**config.mk**
```make
export PLATFORM = sky130hd
export DESIGN_NAME = pcg_pll_ctrl
export DESIGN_NICKNAME = d
export VERILOG_FILES = /design/src/pcg_pkg.sv /design/src/pcg_pll_ctrl.sv /design/src/pcg_edge_sync.sv
export SDC_FILE = /design/constraint.sdc
export NUM_CORES = 1
export LEC_CHECK = 0
export BUFFER_PORTS_ARGS = -buffer_cell sky130_fd_sc_hd__buf_2
export CAP_MARGIN = 15
export CORE_UTILIZATION = 45
export DETAILED_ROUTE_END_ITERATION = 16
export MAX_ROUTING_LAYER = met4
export PLACE_DENSITY = 0.86
export SYNTH_ARGS = -nofsm -noshare
export SYNTH_HDL_FRONTEND = slang
export SYNTH_SLANG_ARGS = --single-unit
```
**constraint.sdc**
```tcl
create_clock -name pclk -period 2.1 [get_ports pclk]
set_input_delay 0 -clock pclk [delete_from_list [all_inputs] [get_ports pclk]]
set_output_delay 0 -clock pclk [all_outputs]
set_load 0.05 [all_outputs]
```
**src/pcg_pkg.sv**
```systemverilog
// package: register map, field positions, reset values and counts for the pll control block
package pcg_pkg;

   // ----------------------------------------
   // register offsets (byte addresses)
   // ----------------------------------------
   localparam logic [11:0] PLL_CONTROL_OFS           = 12'h000;
   localparam logic [11:0] PLL_BANDWIDTH_CONTROL_OFS = 12'h004;
   localparam logic [11:0] PLL_PROGRAMMING_OFS       = 12'h008;

   // ----------------------------------------
   // pll_control fields
   // ----------------------------------------
   localparam int CTL_IRQ_ENABLE_BIT = 7;
   localparam int CTL_CHANGE_FLAG_BIT = 6;
   localparam int CTL_POWER_ON_BIT   = 5;
   localparam int CTL_BASE_SEL_BIT   = 4;
   localparam logic [3:0] CTL_LOW_NIBBLE_READ = 4'hF;

   // ----------------------------------------
   // pll_bandwidth_control fields
   // ----------------------------------------
   localparam int BWC_AUTO_BIT     = 7;
   localparam int BWC_LOCK_BIT     = 6;
   localparam int BWC_ACQ_BIT      = 5;
   localparam int BWC_XLOSS_BIT    = 4;
   localparam logic [3:0] BWC_TEST_READ = 4'h0;

   // ----------------------------------------
   // pll_programming fields
   // ----------------------------------------
   localparam int PPG_MUL_LSB = 4;
   localparam int PPG_LIN_LSB = 0;

   // ----------------------------------------
   // reset values
   // ----------------------------------------
   localparam logic       PON_RST      = 1'b1;
   localparam logic [3:0] MUL_RST      = 4'h6;
   localparam logic [3:0] LIN_RST      = 4'h1;
   localparam logic       BW_AUTO_RST  = 1'b0;
   localparam logic       ACQ_RST      = 1'b0;

   // ----------------------------------------
   // counts
   // ----------------------------------------
   localparam logic [1:0] TRANS_EDGES     = 2'h3;
   localparam logic [1:0] XLOSS_MUL_SHIFT = 2'h2;
   localparam logic [3:0] MUL_ZERO        = 4'h0;
   localparam logic [3:0] MUL_ONE         = 4'h1;

endpackage

```
**src/pcg_pll_ctrl.sv**
```systemverilog
// module: pll clock generator control and status registers on apb
//
// What this block does
// - lock toggle in auto mode sets change flag; flag with enable raises interrupt
// - manual bandwidth mode: irq enable ignores writes and reads zero
// - manual bandwidth mode: change flag reads zero
// - any read of pll_control clears the change flag
// - power on bit runs loop and vco clock; clear stops both
// - reset sets power on, clears irq enable and change flag
// - power on cannot be cleared while vco drives base clock
// - base select cannot be set while power on is clear
// - base clock out is selected source divided by two
// - output held static up to three crystal and three vco cycles
// - reset and stop instruction clear base select
// - low four bits of pll_control read as ones
// - bandwidth auto bit read/write, one automatic, reset clears
// - lock bit reads lock in auto mode, zero in manual
// - acquisition bit reads loop state in auto, writable in manual
// - manual acquisition value kept during auto and restored after
// - reset clears acquisition bit
// - crystal loss: write one, wait four times n, read result
// - crystal loss bit reads zero while base select is clear
// - upper nibble of programming sets multiplier, zero acts as one
// - reset loads multiplier with six
// - lower nibble of programming holds linear range multiplier
// - linear range zero disables loop and forces crystal source
`timescale 1ns/1ps
module pcg_pll_ctrl (
   input  wire logic        pclk,
   input  wire logic        presetn,
   input  wire logic        psel,
   input  wire logic        penable,
   input  wire logic        pwrite,
   input  wire logic [11:0] paddr,
   input  wire logic [31:0] pwdata,
   output logic      [31:0] prdata,
   output logic             pready,
   output logic             pslverr,
   input  wire logic        crystal_clock,
   input  wire logic        vco_clock,
   input  wire logic        lock_detect,
   input  wire logic        loop_tracking,
   input  wire logic        stop_exec,
   output logic             base_clock_out,
   output logic             loop_power_on,
   output logic      [3:0]  feedback_multiplier,
   output logic      [3:0]  linear_range,
   output logic             bandwidth_auto,
   output logic             acquisition_not,
   output logic             clock_gen_irq
);

   // ----------------------------------------
   // state
   // ----------------------------------------
   typedef struct packed {
      logic        pready;
      logic        pslverr;
      logic [31:0] prdata;
      logic        irq_en;
      logic        flag;
      logic        pon;
      logic        bsel;
      logic        bw_auto;
      logic        acq_man;
      logic        xloss;
      logic        xl_busy;
      logic        xtal_seen;
      logic [5:0]  xl_cnt;
      logic [3:0]  mul;
      logic [3:0]  lin;
      logic        app_sel;
      logic [1:0]  xcnt;
      logic [1:0]  vcnt;
      logic        clk_out;
      logic        irq;
      logic        pon_out;
   } pcg_state_t;

   pcg_state_t st_ff;
   pcg_state_t nxt_st;

   logic xclk_rise;
   logic vclk_rise;
   logic lock_lvl;
   logic lock_tgl;
   logic track_lvl;
   logic stop_lvl;

   // ----------------------------------------
   // synchronisers for outside levels
   // ----------------------------------------
   // source clocks are oversampled: each must run below half of pclk
   pcg_edge_sync u_xclk (
      .clk    (pclk),
      .rst_n  (presetn),
      .din    (crystal_clock),
      .level  (),
      .rise   (xclk_rise),
      .toggle ()
   );

   pcg_edge_sync u_vclk (
      .clk    (pclk),
      .rst_n  (presetn),
      .din    (vco_clock),
      .level  (),
      .rise   (vclk_rise),
      .toggle ()
   );

   pcg_edge_sync u_lock (
      .clk    (pclk),
      .rst_n  (presetn),
      .din    (lock_detect),
      .level  (lock_lvl),
      .rise   (),
      .toggle (lock_tgl)
   );

   pcg_edge_sync u_track (
      .clk    (pclk),
      .rst_n  (presetn),
      .din    (loop_tracking),
      .level  (track_lvl),
      .rise   (),
      .toggle ()
   );

   // stop acts on its synced rising edge only, so a stop line
   // held high clears base select once and then lets it be set again
   pcg_edge_sync u_stop (
      .clk    (pclk),
      .rst_n  (presetn),
      .din    (stop_exec),
      .level  (),
      .rise   (stop_lvl),
      .toggle ()
   );

   // ----------------------------------------
   // next state
   // ----------------------------------------
   logic        acc_start;
   logic        acc_done;
   logic        wr_done;
   logic        rd_done;
   logic        lin_zero;
   logic        sel_eff;
   logic        acq_view;
   logic [3:0]  mul_eff;
   logic [5:0]  xl_limit;
   logic [7:0]  rd_byte;
   logic        rd_hit;
   logic [11:0] addr;
   logic        xtal_ok;
   logic        vco_ok;

   always_comb begin
      nxt_st    = st_ff;
      addr      = paddr;
      acc_start = psel & penable & ~st_ff.pready;
      acc_done  = psel & penable & st_ff.pready;
      wr_done   = acc_done & pwrite;
      rd_done   = acc_done & ~pwrite;
      lin_zero  = (st_ff.lin == 4'h0);
      mul_eff   = (st_ff.mul == pcg_pkg::MUL_ZERO) ? pcg_pkg::MUL_ONE
                                                   : st_ff.mul;
      xl_limit  = {mul_eff, pcg_pkg::XLOSS_MUL_SHIFT'(2'h0)};
      acq_view  = st_ff.bw_auto ? track_lvl : st_ff.acq_man;
      rd_byte   = 8'h00;
      rd_hit    = 1'b1;

      // ----------------------------------------
      // read mux; unmapped offsets answer with an error
      // ----------------------------------------
      if (addr == pcg_pkg::PLL_CONTROL_OFS) begin
         rd_byte[pcg_pkg::CTL_IRQ_ENABLE_BIT]  = st_ff.irq_en & st_ff.bw_auto;
         rd_byte[pcg_pkg::CTL_CHANGE_FLAG_BIT] = st_ff.flag & st_ff.bw_auto;
         rd_byte[pcg_pkg::CTL_POWER_ON_BIT]    = st_ff.pon;
         rd_byte[pcg_pkg::CTL_BASE_SEL_BIT]    = st_ff.bsel;
         rd_byte[3:0]                          = pcg_pkg::CTL_LOW_NIBBLE_READ;
      end else if (addr == pcg_pkg::PLL_BANDWIDTH_CONTROL_OFS) begin
         rd_byte[pcg_pkg::BWC_AUTO_BIT]  = st_ff.bw_auto;
         rd_byte[pcg_pkg::BWC_LOCK_BIT]  = lock_lvl & st_ff.bw_auto;
         rd_byte[pcg_pkg::BWC_ACQ_BIT]   = acq_view;
         rd_byte[pcg_pkg::BWC_XLOSS_BIT] = st_ff.xloss & st_ff.bsel;
         rd_byte[3:0]                    = pcg_pkg::BWC_TEST_READ;
      end else if (addr == pcg_pkg::PLL_PROGRAMMING_OFS) begin
         rd_byte[pcg_pkg::PPG_MUL_LSB +: 4] = st_ff.mul;
         rd_byte[pcg_pkg::PPG_LIN_LSB +: 4] = st_ff.lin;
      end else begin
         rd_hit = 1'b0;
      end

      // ----------------------------------------
      // apb: one wait state, data and answer registered
      // ----------------------------------------
      // registered answer costs a wait state but keeps decode off prdata
      nxt_st.pready = acc_start;
      if (acc_start) begin
         nxt_st.prdata  = pwrite ? 32'h0000_0000 : {24'h00_0000, rd_byte};
         nxt_st.pslverr = ~rd_hit;
      end else begin
         nxt_st.prdata  = 32'h0000_0000;
         nxt_st.pslverr = 1'b0;
      end

      // ----------------------------------------
      // register writes
      // ----------------------------------------
      if (wr_done && rd_hit) begin
         if (addr == pcg_pkg::PLL_CONTROL_OFS) begin
            if (st_ff.bw_auto) begin
               nxt_st.irq_en = pwdata[pcg_pkg::CTL_IRQ_ENABLE_BIT];
            end
            // old select blocks a clear; old power off blocks a set, so a write of select
            // one and power zero can set select and clear power together
            nxt_st.pon = pwdata[pcg_pkg::CTL_POWER_ON_BIT] | st_ff.bsel;
            nxt_st.bsel = pwdata[pcg_pkg::CTL_BASE_SEL_BIT] & st_ff.pon
                          & ~lin_zero;
         end else if (addr == pcg_pkg::PLL_BANDWIDTH_CONTROL_OFS) begin
            nxt_st.bw_auto = pwdata[pcg_pkg::BWC_AUTO_BIT];
            if (!st_ff.bw_auto) begin
               nxt_st.acq_man = pwdata[pcg_pkg::BWC_ACQ_BIT];
            end
            // test bits are not stored; software keeps them zero
            if (pwdata[pcg_pkg::BWC_XLOSS_BIT]) begin
               nxt_st.xloss     = 1'b1;
               nxt_st.xl_busy   = 1'b1;
               nxt_st.xtal_seen = 1'b0;
               nxt_st.xl_cnt    = 6'h00;
            end else begin
               // writing zero drops the result and cancels a pending window
               nxt_st.xloss     = 1'b0;
               nxt_st.xl_busy   = 1'b0;
            end
         end else begin
            nxt_st.mul = pwdata[pcg_pkg::PPG_MUL_LSB +: 4];
            nxt_st.lin = pwdata[pcg_pkg::PPG_LIN_LSB +: 4];
         end
      end

      // linear range zero or stop pulls the base back to the crystal
      if (lin_zero || stop_lvl) begin
         nxt_st.bsel = 1'b0;
      end

      // ----------------------------------------
      // lock change flag; set beats the read clear
      // ----------------------------------------
      if (rd_done && addr == pcg_pkg::PLL_CONTROL_OFS) begin
         nxt_st.flag = 1'b0;
      end
      if (lock_tgl && st_ff.bw_auto) begin
         nxt_st.flag = 1'b1;
      end
      // manual mode keeps the request quiet, as the masked enable reads
      nxt_st.irq = st_ff.flag & st_ff.irq_en & st_ff.bw_auto;

      // ----------------------------------------
      // crystal loss window counted in vco edges
      // ----------------------------------------
      // limitation: with the vco stopped the window never closes
      if (st_ff.xl_busy && !(wr_done && addr == pcg_pkg::PLL_BANDWIDTH_CONTROL_OFS)) begin
         if (xclk_rise) begin
            nxt_st.xtal_seen = 1'b1;
         end
         if (vclk_rise) begin
            nxt_st.xl_cnt = st_ff.xl_cnt + 6'h01;
            if (st_ff.xl_cnt + 6'h01 >= xl_limit) begin
               nxt_st.xl_busy = 1'b0;
               nxt_st.xloss   = ~(st_ff.xtal_seen | xclk_rise);
            end
         end
      end

      // ----------------------------------------
      // base clock: transition hold, then divide by two
      // ----------------------------------------
      sel_eff = st_ff.bsel & ~lin_zero;
      xtal_ok = (st_ff.xcnt == pcg_pkg::TRANS_EDGES);
      // a loop that is off gives no vco edges, so leaving it must not wait
      vco_ok  = (st_ff.vcnt == pcg_pkg::TRANS_EDGES) | ~st_ff.pon_out;
      if (sel_eff != st_ff.app_sel) begin
         // output stays put until the crystal, and the vco while the loop is powered, has ticked three times
         if (xclk_rise && st_ff.xcnt != pcg_pkg::TRANS_EDGES) begin
            nxt_st.xcnt = st_ff.xcnt + 2'h1;
         end
         if (vclk_rise && st_ff.vcnt != pcg_pkg::TRANS_EDGES) begin
            nxt_st.vcnt = st_ff.vcnt + 2'h1;
         end
         if (xtal_ok && vco_ok) begin
            nxt_st.app_sel = sel_eff;
            nxt_st.xcnt    = 2'h0;
            nxt_st.vcnt    = 2'h0;
         end
      end else begin
         nxt_st.xcnt = 2'h0;
         nxt_st.vcnt = 2'h0;
         if (st_ff.app_sel ? vclk_rise : xclk_rise) begin
            nxt_st.clk_out = ~st_ff.clk_out;
         end
      end

      // one cycle behind the bit, so the pin leaves a flop
      nxt_st.pon_out = st_ff.pon & ~lin_zero;
   end

   // ----------------------------------------
   // state register
   // ----------------------------------------
   always_ff @(posedge pclk or negedge presetn) begin
      if (!presetn) begin
         st_ff           <= '0;
         // loop starts powered so it can settle during power-up
         st_ff.pon       <= pcg_pkg::PON_RST;
         st_ff.mul       <= pcg_pkg::MUL_RST;
         st_ff.lin       <= pcg_pkg::LIN_RST;
         st_ff.bw_auto   <= pcg_pkg::BW_AUTO_RST;
         st_ff.acq_man   <= pcg_pkg::ACQ_RST;
      end else begin
         st_ff <= nxt_st;
      end
   end

   // ----------------------------------------
   // outputs, all from flops
   // ----------------------------------------
   assign prdata              = st_ff.prdata;
   assign pready              = st_ff.pready;
   assign pslverr             = st_ff.pslverr;
   assign base_clock_out      = st_ff.clk_out;
   assign loop_power_on       = st_ff.pon_out;
   assign feedback_multiplier = st_ff.mul;
   assign linear_range        = st_ff.lin;
   assign bandwidth_auto      = st_ff.bw_auto;
   assign acquisition_not     = st_ff.acq_man;
   assign clock_gen_irq       = st_ff.irq;

endmodule

```
**src/pcg_edge_sync.sv**
```systemverilog
// module: two-stage synchroniser with edge detect for an outside level
`timescale 1ns/1ps
module pcg_edge_sync (
   input  wire logic clk,
   input  wire logic rst_n,
   input  wire logic din,
   output logic      level,
   output logic      rise,
   output logic      toggle
);

   typedef struct packed {
      logic s1;
      logic s2;
      logic s3;
   } pcg_sync_t;

   pcg_sync_t sy_ff;
   pcg_sync_t nxt_sy;

   // ----------------------------------------
   // synchroniser; s1 feeds s2 only
   // ----------------------------------------
   always_comb begin
      nxt_sy    = sy_ff;
      nxt_sy.s1 = din;
      nxt_sy.s2 = sy_ff.s1;
      nxt_sy.s3 = sy_ff.s2;
   end

   always_ff @(posedge clk or negedge rst_n) begin
      if (!rst_n) begin
         sy_ff <= '0;
      end else begin
         sy_ff <= nxt_sy;
      end
   end

   assign level  = sy_ff.s2;
   assign rise   = sy_ff.s2 & ~sy_ff.s3;
   assign toggle = sy_ff.s2 ^ sy_ff.s3;

endmodule

```
* After elaboration in Yosys (flattened, before gate mapping)
Index checks and enable logic that the tools add are counted.
** Word-level totals
- Bits of input ports :: 54
- Bits in registers :: 79
- Word-level logic and storage cells :: 139
- Output and inout bits :: 47
** Operators by class
- $lt $le $gt $ge :: 1
- Equal/unequal tests :: 9
- Reduce and logical (&&, ||, !) cells :: 24
- Add/sub/neg operators :: 3
- Multiplexer cells :: 31
- Bitwise logic cells :: 36
** Operators by type and width (count)
- 8-bit two-way mux :: 5
- 33-bit two-way mux :: 1
- 20-bit two-way mux :: 1
- 19-bit two-way mux :: 1
- 1-bit bitwise AND :: 18
- 1-bit NOT :: 14
- 12-bit by 3-bit == test with 1-bit output, second input constant :: 1
- 12-bit by 4-bit == test with 1-bit output, second input constant :: 1
- 12-bit zero test :: 1
- 4-bit two-way mux :: 3
- 1-bit two-way mux :: 11
- 11-bit two-way mux :: 1
- 2-bit two-way mux :: 5
- 9-bit two-way mux :: 1
- 3-bit AND reduction :: 3
- 1-bit logical AND :: 8
- 4-bit zero test :: 2
- 2-bit AND reduction :: 4
- 7-bit two-way mux :: 1
- 6-bit by 1-bit adder with 6-bit output, second input constant :: 1
- 6-bit greater-or-equal comparator :: 1
- 6-bit two-way mux :: 1
- 3-bit by 1-bit != test with 1-bit output, second input constant :: 2
- 2-bit nonzero test :: 3
- other kinds (9) :: 14

* Longest topological paths before layout
Gate-level depths: netlist of the first run.
- Depth in word-level cells :: 9
- Depth in mapped cells :: 9
- Gate-level depth less buffers :: 9

* Cells and area by module
From an unflattened synthesis of the first run, not the netlist that was laid out.
** Unflattened totals
- Cell total of the unflattened synthesis :: 267
- Area total of the unflattened synthesis :: 2785.2 um^2
** By module, submodules not included
- pcg_pll_ctrl :: times used 1, area an instance 2309.7 um^2, sequential area each 1031.0 um^2, cells an instance 237
- pcg_edge_sync :: times used 5, area an instance 95.1 um^2, sequential area each 75.1 um^2, cells an instance 6

* Worst setup path before layout of the first run
No wires, ideal clock.
- Path kind :: reg-to-reg
- From :: register st_ff, in the netlist pready
- To :: register st_ff, in the netlist acquisition_not
- Cell stages (with the launch flop) :: 7
- Setup time :: 128 ps
- Required time :: 1972 ps
- Slack :: -7 ps
- Path buffers :: 1
- Arrival time :: 1980 ps
- Period minus slack after synthesis :: 2107 ps
- Cell sequence :: dfrtp_1 > and3_1 > nand2_1 > or3_1 > clkbuf_1 > nor2_1 > mux2_1
** Between the ends
- Word-level cells in the longest chain between the ends :: 4
** RTL lines
- start: declaration :: RTL line pcg_pll_ctrl.sv:80 : pcg_state_t st_ff;
- start signal: assignment :: RTL line pcg_pll_ctrl.sv:323 : st_ff <= nxt_st;
- 1-bit bitwise AND :: RTL line pcg_pll_ctrl.sv:163 : acc_done = psel & penable & st_ff.pready;
- 1-bit bitwise AND :: RTL line pcg_pll_ctrl.sv:164 : wr_done = acc_done & pwrite;
- 1-bit logical AND :: RTL line pcg_pll_ctrl.sv:212 : if (wr_done && rd_hit) begin
- 4-bit AND reduction (no source line)
Every way passes these cells.
A chain may end at the register's enable or synchronous reset.

==> flow_summary_export.csv, run 1 <==
group,metric,value,unit
critical_path,required,2.31,ns
clocking,clkLatencyLatePin,0.32,ns
logic_synthesis,synth.cell_area,2770,um^2
clocking,clockRootBuffer,"clkbuf_8",
die,io_pins,101,
critical_path,startpoint_type,"flip-flop",
cells_and_area,fin_nets,395,
logic_synthesis,synth_cell_type_count,46,
logic_synthesis,ys_warn_count,0,
cells_and_area,syn2layout_area_growth,18.1,%
power,switching_share,29.6,%
power,seq_power_share,55.4,%
logic_synthesis,ys_seq_area_share,49.8,%
placement,portBuffers,52,
global_routing,grt_pass1_wl,8640,um
job,cap_violations,0,
logic_synthesis,synth_edf_count,0,
power,internal-power,1.40,mW
global_routing,grt.total_usage,18.0,%
logic_synthesis,synth_flop_cell,"dfrtp_1",
global_routing,grt_max_degree,56,
worst_hold_path,hp-start,"paddr[3]",
routing,vias,2027,
global_routing,antenna_found_initial,0,
die,dieArea,6480,um^2
logic_synthesis,syn_avg_cell_area,10.3,um^2
clocking,clk_pin_slew,0.11,ns
die,initial_utilization,46.8,%
clocking,cts_buffers,5,
power,total_power,1.98,mW
die,dieWidth,80.5,um
global_routing,grt_pass1_vias,2061,
worst_hold_path,min_path_cells,2,
logic_synthesis,synthArstFlopShare,100,%
logic_synthesis,ys_top_cells_by_area,"dfrtp_1 46%, buf_4 11%, dfstp_2 3.8%",
routing,drc_errors,0,
clocking,clk_path_buf_depth,2,
timing,skew,0.0158,ns
placement,hpwl,3860,um
timing,fin_ws,0.111,ns
timing,worstMarginPinSlew,0.671,ns
clocking,cts_tree,"built",
worst_hold_path,min_path_type,"in -> reg",
cells_and_area,seqCellArea,1380,um^2
placement,dpl_worst_slack,-0.0237,ns
placement,place.gp.congestion,0.802,
outcome,outcome,"finished clean",
cells_and_area,diodes,0,
logic_synthesis,synth_top_area_share,46.0,%
power,p_leak,1.56,nW
power,pwr-share-comb,13.5,%
timing,setup_violations,0,
timing,relSlewSlack,55.2,%
routing,drt-total-wl,5420,um
cells_and_area,post-route-util,55.3,%
routing,first_pass_iters,4,
power,peakVddDrop,263,uV
logic_synthesis,netlist_instances,268,
critical_path,reg2reg_depth,9,
timing,fin_crit_sh,94.7,%
critical_path,cp_max_fo,4,
critical_path,worstPathArrival,2.20,ns
logic_synthesis,synth_common_cells,"51 x dfrtp_1, 40 x buf_4, 26 x nand2_1",
timing,finalHoldViolations,0,
die,core-area,5920,um^2
logic_synthesis,synth.most_common_cell,"dfrtp_1",
clocking,htreeDepth,2,
critical_path,critPathKind,"reg -> reg",
power,powerDensity,606,nW/um^2
die,rows,28,
global_routing,grt_overflow,0,
logic_synthesis,ys_ff_latch,55,
die,die_y,80.5,um
critical_path,reg2reg_from,"st_ff[16]",
timing,maxSlewViolCount,0,
timing,fin_crit,1.99,ns
logic_synthesis,yosys.area.top_type,"dfrtp_1",
cells_and_area,fillCellCount,513,
routing,wire_per_inst,13.3,um
cells_and_area,multi_input_area,1140,um^2
power,pwr-share-clk,31.1,%
critical_path,r2r_slack,0.11,ns
critical_path,r2r-end,"st_ff[24]",
cells_and_area,drive_gt1_share,29.3,%
clocking,cts.sinks,55,
routing,via_per_inst,4.96,
timing,rsz0062_at_grt,"no",
routing,ant_nets,0,
worst_hold_path,worstHoldEndpoint,"prdata[3]",
power,power.net_switching,0.587,mW
timing,clock.fmax,0.503,GHz
critical_path,crit_path_end_kind,"flip-flop",
routing,first_iter_violations,131,
[state kept, by name, indices dropped and copies added (netlist names), 4 cells and up]
signal	count
st_ff	18
feedback_multiplier	4
linear_range	4
prdata	8
[final cells by class]
| cell class | count | share of cell area [%] |
|---|---|---|
| Clock inverter | 3 | 0.879 |
| Timing Repair Buffer | 80 | 15.6 |
| Clock buffer | 5 | 2.10 |
| Tap cell | 75 | 2.87 |
| Sequential cell | 55 | 42.3 |
| Inverter | 13 | 1.49 |
| Multi-Input combinational cell | 178 | 34.8 |
[power by group through the flow]
stage                     clock (mW)  combinational, mW  sequential [mW]
after global placement             0              0.241             1.12
final                          0.617              0.267             1.10
after floorplan                    0              0.163             1.16
after CTS                      0.630              0.270             1.10
after global routing           0.670              0.288             1.10
after detailed placement           0              0.246             1.12
[metal layers]
metal / up-vias / global-route usage, % / wire length, um
met3: 10 / 2.39 / 239
met5: - / - / 0
met1: 967 / 19.5 / 2270
li1: 984 / - / -
met4: 0 / 7.86 / 110
met2: 66 / 32.7 / 2800
[placed cells by master, fill, tap and decap left out, drive strengths merged, types with 7 or more instances in the layout]
cell type	count
a21oi	7
buf	64
conb	24
nand2	26
nand3	8
o21ai	20
nor2	20
inv	14
ha	8
dfrtp	51
nor3	7
dlygate4sd3	16
[logic make-up after synthesis]
logic type / after synthesis / synth area share (%)
and+or+nand+nor: 82 / 15.8
buffers and inverters: 58 / 13.5
DFF: 55 / 49.8
AOI/OAI and AO/OA: 45 / 10.3
muxes: 10 / 3.88
xor gates and xnor gates: 9 / 2.84
adders and majority gates: 8 / 3.61
other: 1 / 0.135
[per-stage QoR]
step                      setup TNS (ns)  hold WS [ns]  area [um^2]  instances
after floorplan                        0        -0.296         2860        291
after global placement                 0         0.109         2950        382
after detailed placement         -0.0382         0.109         2950        382
after CTS                              0        0.0470         3230        408
after global routing                   0        0.0591         3270        409
final                                  0        0.0598         3270        409
[worst max-delay path, stage by stage (launching register included)]
cell	delay [ns]
dfrtp_1	0.43
nand3_2	0.15
nor2_2	0.19
xor2_2	0.21
ha_2	0.31
nor2_2	0.15
nor2_1	0.07
o31a_1	0.12
a211oi_2	0.21
nor2_1	0.06
[worst max-delay path by stage]
| stage | startpoint | end | slack (ns) | cells past startpoint |
|---|---|---|---|---|
| after detailed placement | st_ff[18] | st_ff[24] | -0.02 | 9 |
| after global placement | st_ff[18] | st_ff[24] | 0.09 | 9 |
| after CTS | st_ff[17] | st_ff[23] | 0.007 | 9 |
| final | st_ff[16] | st_ff[24] | 0.11 | 9 |
| after global routing | st_ff[16] | st_ff[24] | 0.006 | 9 |
| after floorplan | pready | acquisition_not | 0.15 | 6 |
[what timing repair did]
action | 4_1_cts | 5_1_grt
hold buffers | 16 | 0
setup endpoints to repair | 2 | 2
setup buffers | 2 | 1
resized for setup | 1 | 9
pin swaps | 1 | 3
endpoints found under the hold margin | 71 | 0
No activity file was read; power rests on OpenSTA's default activity.
==> run 2: changes to the inputs <==
CORE_UTILIZATION = 50   (was 45)
CTS_CLUSTER_DIAMETER = 30   (was unset)
PLACE_DENSITY = 0.9   (was 0.86)
clock period = 2.4 ns   (was 2.1 ns; I/O delays follow)
==> flow_summary_export.csv, run 2 (synthesized netlist as in run 1, its figures left out) <==
group,metric,value,unit
clocking,cts_buffers,5,
clocking,clockRootBuffer,"clkbuf_8",
die,core-area,5240,um^2
critical_path,slowest_stage,"dfrtp_1",
routing,first_pass_iters,4,
timing,skew,0.00480,ns
clocking,post_cts_buffers,0,
clocking,clkLatencyLatePin,0.30,ns
timing,clock.fmax,0.447,GHz
die,rows,26,
timing,setup-tns-final,0,ns
critical_path,cp_cell_sequence,"ha_1 > nand3_1 > xnor2_1 > ha_1 > o21ai_0 > a31oi_1 > nor3_1 > o311ai_0 > nand2_1",
critical_path,reg2reg_depth,9,
critical_path,cp_max_fo,4,
critical_path,startpoint_type,"flip-flop",
routing,drc_errors,0,
power,p_leak,1.51,nW
clocking,htreeDepth,2,
routing,ant_nets,0,
worst_hold_path,worstHoldEndpoint,"prdata[0]",
timing,setup_violations,0,
critical_path,reg2reg_from,"st_ff[17]",
timing,finalHoldViolations,0,
placement,hpwl,3910,um
critical_path,r2r-end,"st_ff[23]",
die,die_y,76.5,um
routing,first_iter_violations,232,
cells_and_area,layout_commonest_cell,"buf_2",
global_routing,grt.total_usage,19.8,%
critical_path,cp_common_cell,"ha_1",
critical_path,crit_path_end_kind,"flip-flop",
placement,dpl_worst_slack,0.201,ns
clocking,cts.sinks,55,
timing,fin_crit_sh,93.3,%
timing,relSlewSlack,55.1,%
clocking,clk_pin_slew,0.09,ns
die,io_pins,101,
cells_and_area,fillCellCount,430,
routing,wire_per_inst,13.6,um
routing,vias,2004,
critical_path,critPathKind,"reg -> reg",
die,dieArea,5840,um^2
cells_and_area,largest_register,"st_ff",
global_routing,grt_overflow,0,
cells_and_area,mostFrequentLayoutCells,"52 x buf_2, 51 x dfrtp_1, 26 x nand2_1",
cells_and_area,largest_reg_flops,18,
critical_path,worst-path-buf-inv,0,
worst_hold_path,min_path_cells,2,
critical_path,required,2.58,ns
die,initial_utilization,52.9,%
timing,fin_ws,0.162,ns
worst_hold_path,min_path_type,"in -> reg",
timing,fin_crit,2.24,ns
outcome,outcome,"finished clean",
timing,maxSlewViolCount,0,
cells_and_area,drive_gt1_share,24.0,%
job,cap_violations,0,
timing,rsz0062_at_grt,"no",
die,dieWidth,76.5,um
power,powerDensity,535,nW/um^2
placement,place.gp.congestion,0.802,
cells_and_area,diodes,0,
critical_path,max_stage_delay,0.41,ns
critical_path,critical_path_depth,9,
power,peakVddDrop,209,uV
routing,via_per_inst,5.07,
clocking,ctsResizeCount,0,
timing,worstMarginPinSlew,0.667,ns
routing,drt-total-wl,5380,um
worst_hold_path,hp-start,"paddr[3]",
global_routing,antenna_found_initial,0,
critical_path,path_delay_family,"compound AO/OA/AOI/OAI gates",
global_routing,grt_pass1_wl,8830,um
clocking,cts_tree,"built",
timing,whs,0.0555,ns
cells_and_area,syn2layout_area_growth,13.4,%
placement,portBuffers,52,
global_routing,grt_max_degree,42,
clocking,cts-hold-fix-buffers,16,
global_routing,grt_pass1_vias,2003,
critical_path,worstPathArrival,2.42,ns
clocking,clk_path_buf_depth,2,
cells_and_area,fin_nets,386,
critical_path,r2r_slack,0.16,ns
-- run 2: changes by cell type in the layout (fill, tap and decap cells not counted), sizes merged --
cell	previous run	this run
clkinv	2	1
clkbuf	5	7
buf	64	55
inv	14	13
-- run 2: per-stage QoR --
stage          cells  cell area, um^2  total power [mW]  util [%]
2_1_floorplan    291             2860              1.16         -
3_3_place_gp     371             2900              1.19      55.4
3_5_place_dp     371             2900              1.19      55.4
4_1_cts          395             3140              1.70      60.0
5_1_grt          395             3140              1.75      60.0
6_report         395             3140              1.68      60.0
-- run 2: cell type report --
| class | count | area, um^2 | area share (%) |
|---|---|---|---|
| sequential | 55 | 1380 | 43.9 |
| multi-input combinational | 178 | 1100 | 35.0 |
| timing repair buffer | 71 | 443 | 14.1 |
| tap | 70 | 87.6 | 2.79 |
| clock buffer | 7 | 76.3 | 2.43 |
| inverter | 13 | 48.8 | 1.55 |
| clock inverter | 1 | 5.00 | 0.159 |
-- run 2: how the worst max path moves through the flow --
stage,slack (ns),end,from
2_1_floorplan,0.29,acquisition_not,pready
3_3_place_gp,0.31,st_ff[23],st_ff[16]
3_5_place_dp,0.20,st_ff[23],st_ff[16]
4_1_cts,0.18,st_ff[23],st_ff[16]
5_1_grt,0.05,st_ff[23],st_ff[16]
6_report,0.16,st_ff[23],st_ff[17]
-- run 2: per-layer routing --
metal	routed length (um)	vias to the layer above	track usage (%)
li1	-	961	-
met1	2240	956	21.3
met2	2740	79	34.8
met3	306	8	4.79
met4	89	0	8.08
met5	0	-	-
-- run 2: power by group --
group / internal, mW / leakage, nW / total, mW / switching, mW
logic: 0.0564 / 0.794 / 0.233 / 0.177
clock network: 0.206 / 0.0422 / 0.487 / 0.281
registers: 0.949 / 0.671 / 0.961 / 0.0125
==> run 3: changes to the inputs <==
CORE_ASPECT_RATIO = 0.8   (was unset)
==> flow_summary_export.csv, run 3 (synthesized netlist as in run 1, its figures left out) <==
group,metric,value,unit
clocking,post_cts_buffers,0,
critical_path,r2r_slack,0.22,ns
cells_and_area,largest_reg_flops,18,
critical_path,startpoint,"st_ff[16]",
critical_path,crit_path_end,"st_ff[23]",
global_routing,grt_overflow,0,
routing,first_pass_iters,4,
clocking,cts.sinks,55,
outcome,outcome,"finished clean",
critical_path,r2r-end,"st_ff[23]",
cells_and_area,fillCellCount,417,
cells_and_area,diodes,0,
placement,portBuffers,52,
die,dieArea,5850,um^2
critical_path,worst-path-buf-inv,0,
critical_path,startpoint_type,"flip-flop",
timing,setup_violations,0,
cells_and_area,seqCellArea,1380,um^2
power,total_power,1.79,mW
critical_path,crit_path_end_kind,"flip-flop",
cells_and_area,mostFrequentLayoutCells,"52 x buf_2, 51 x dfrtp_1, 26 x nand2_1",
global_routing,grt_max_degree,56,
power,peakVddDrop,364,uV
timing,fin_crit,2.18,ns
die,initial_utilization,53.5,%
clocking,ctsResizeCount,0,
timing,skew,0.00820,ns
die,core-area,5180,um^2
placement,dpl_worst_slack,0.233,ns
clocking,htreeDepth,2,
routing,via_per_inst,5.22,
routing,ant_nets,0,
timing,relSlewSlack,62.2,%
cells_and_area,drive_gt1_share,24.6,%
routing,vias,2019,
routing,drc_errors,0,
power,p_leak,1.53,nW
routing,first_iter_violations,109,
global_routing,gr-usage-met2,34.3,%
critical_path,critical_path_depth,9,
critical_path,reg2reg_depth,9,
die,rows,23,
clocking,cts_buffers,5,
global_routing,grt_pass1_wl,8560,um
critical_path,max_stage_delay,0.41,ns
clocking,cts_tree,"built",
critical_path,cp_common_cell,"ha_1",
critical_path,critPathKind,"reg -> reg",
worst_hold_path,min_path_type,"in -> reg",
routing,wire_per_inst,14.2,um
clocking,clockRootBuffer,"clkbuf_8",
critical_path,cp_max_fo,4,
cells_and_area,layout_commonest_cell,"buf_2",
timing,fin_crit_sh,90.6,%
power,powerDensity,564,nW/um^2
timing,maxSlewViolCount,0,
clocking,clk_pin_slew,0.09,ns
routing,drt-total-wl,5480,um
global_routing,antenna_found_initial,0,
timing,rsz0062_at_grt,"no",
clocking,clkLatencyLatePin,0.31,ns
cells_and_area,fin_nets,387,
critical_path,path_delay_family,"compound AO/OA/AOI/OAI gates",
timing,fin_ws,0.225,ns
global_routing,met1_usage,24.4,%
global_routing,grt-busiest-layer,"met2",
cells_and_area,syn2layout_area_growth,14.7,%
cells_and_area,multi_input_area,1100,um^2
job,cap_violations,0,
die,die_y,68.6,um
global_routing,grt.total_usage,20.4,%
cells_and_area,largest_register,"st_ff",
placement,place.gp.congestion,0.842,
critical_path,slowest_stage,"dfrtp_1",
critical_path,cp_cell_sequence,"ha_1 > nand3_1 > xnor2_1 > ha_1 > o21ai_0 > a31oi_1 > nor3_1 > o311ai_0 > nand2_1",
timing,worstMarginPinSlew,0.562,ns
critical_path,worstPathArrival,2.37,ns
timing,whs,0.0763,ns
placement,hpwl,3940,um
timing,setup-tns-final,0,ns
die,dieWidth,85.2,um
global_routing,grt_use_met3,6.19,%
critical_path,required,2.59,ns
timing,finalHoldViolations,0,
global_routing,grt_pass1_vias,1882,
timing,clock.fmax,0.460,GHz
critical_path,reg2reg_from,"st_ff[16]",
die,io_pins,101,
clocking,clk_path_buf_depth,2,
run 3: changes by cell type in the layout (fill, tap and decap cells not counted):
cell / previous run / this run
clkinv_2: 1 / 0
clkbuf_1: 2 / 0
bufinv_16: 0 / 1
buf_12: 0 / 1
clkinvlp_4: 0 / 1
run 3: final cells by class:
cell class	instances	share of cell area (%)
clock buffers	5	2.17
repair buffers	72	14.6
well taps	62	2.44
multi-input cells	178	34.6
flip-flops and latches	55	43.5
clock inverters	2	1.18
inverters	13	1.54
run 3: worst register-to-register path, delay by kind of cell, from the launching register on:
family	cells	cell delay, ns
AO/OA/AOI/OAI	3	0.67
XOR/XNOR	1	0.16
AND/OR/NAND/NOR	3	0.31
flip-flops	1	0.41
adder cells (fa/ha/maj)	2	0.51
run 3: report_power, final:
group	total, mW	switching, mW	internal, mW
Clock	0.590	0.286	0.305
Combinational	0.239	0.180	0.0589
Sequential	0.962	0.0128	0.949
run 3: timing repair:
action	in CTS	in global routing
endpoints found under the hold margin	74	0
endpoints found under the setup margin	0	0
hold buffers	16	0
run 3: worst min-delay path by stage:
stage	startpoint	to	slack (ns)	cells after the start
4_1_cts	paddr[3]	prdata[3]	0.06	2
3_5_place_dp	presetn	u_lock.level	0.02	2
3_3_place_gp	presetn	u_lock.nxt_sy[1]	0.01	2
2_1_floorplan	presetn	acquisition_not	-0.30	0
6_report	paddr[3]	prdata[7]	0.08	3
5_1_grt	paddr[3]	prdata[2]	0.09	2
run 3: layer usage:
layer | share of wire (%) | wire length (um)
met1 | 43 | 2370
met2 | 49 | 2710
met3 | 6.4 | 351
met4 | 0.93 | 51
met5 | 0 | 0
run 3: per-stage QoR:
stage,utilization (%),area (um^2),cells
2_1_floorplan,-,2860,291
3_3_place_gp,56.2,2910,364
3_5_place_dp,56.2,2910,364
4_1_cts,61.4,3180,387
5_1_grt,61.4,3180,387
6_report,61.4,3180,387
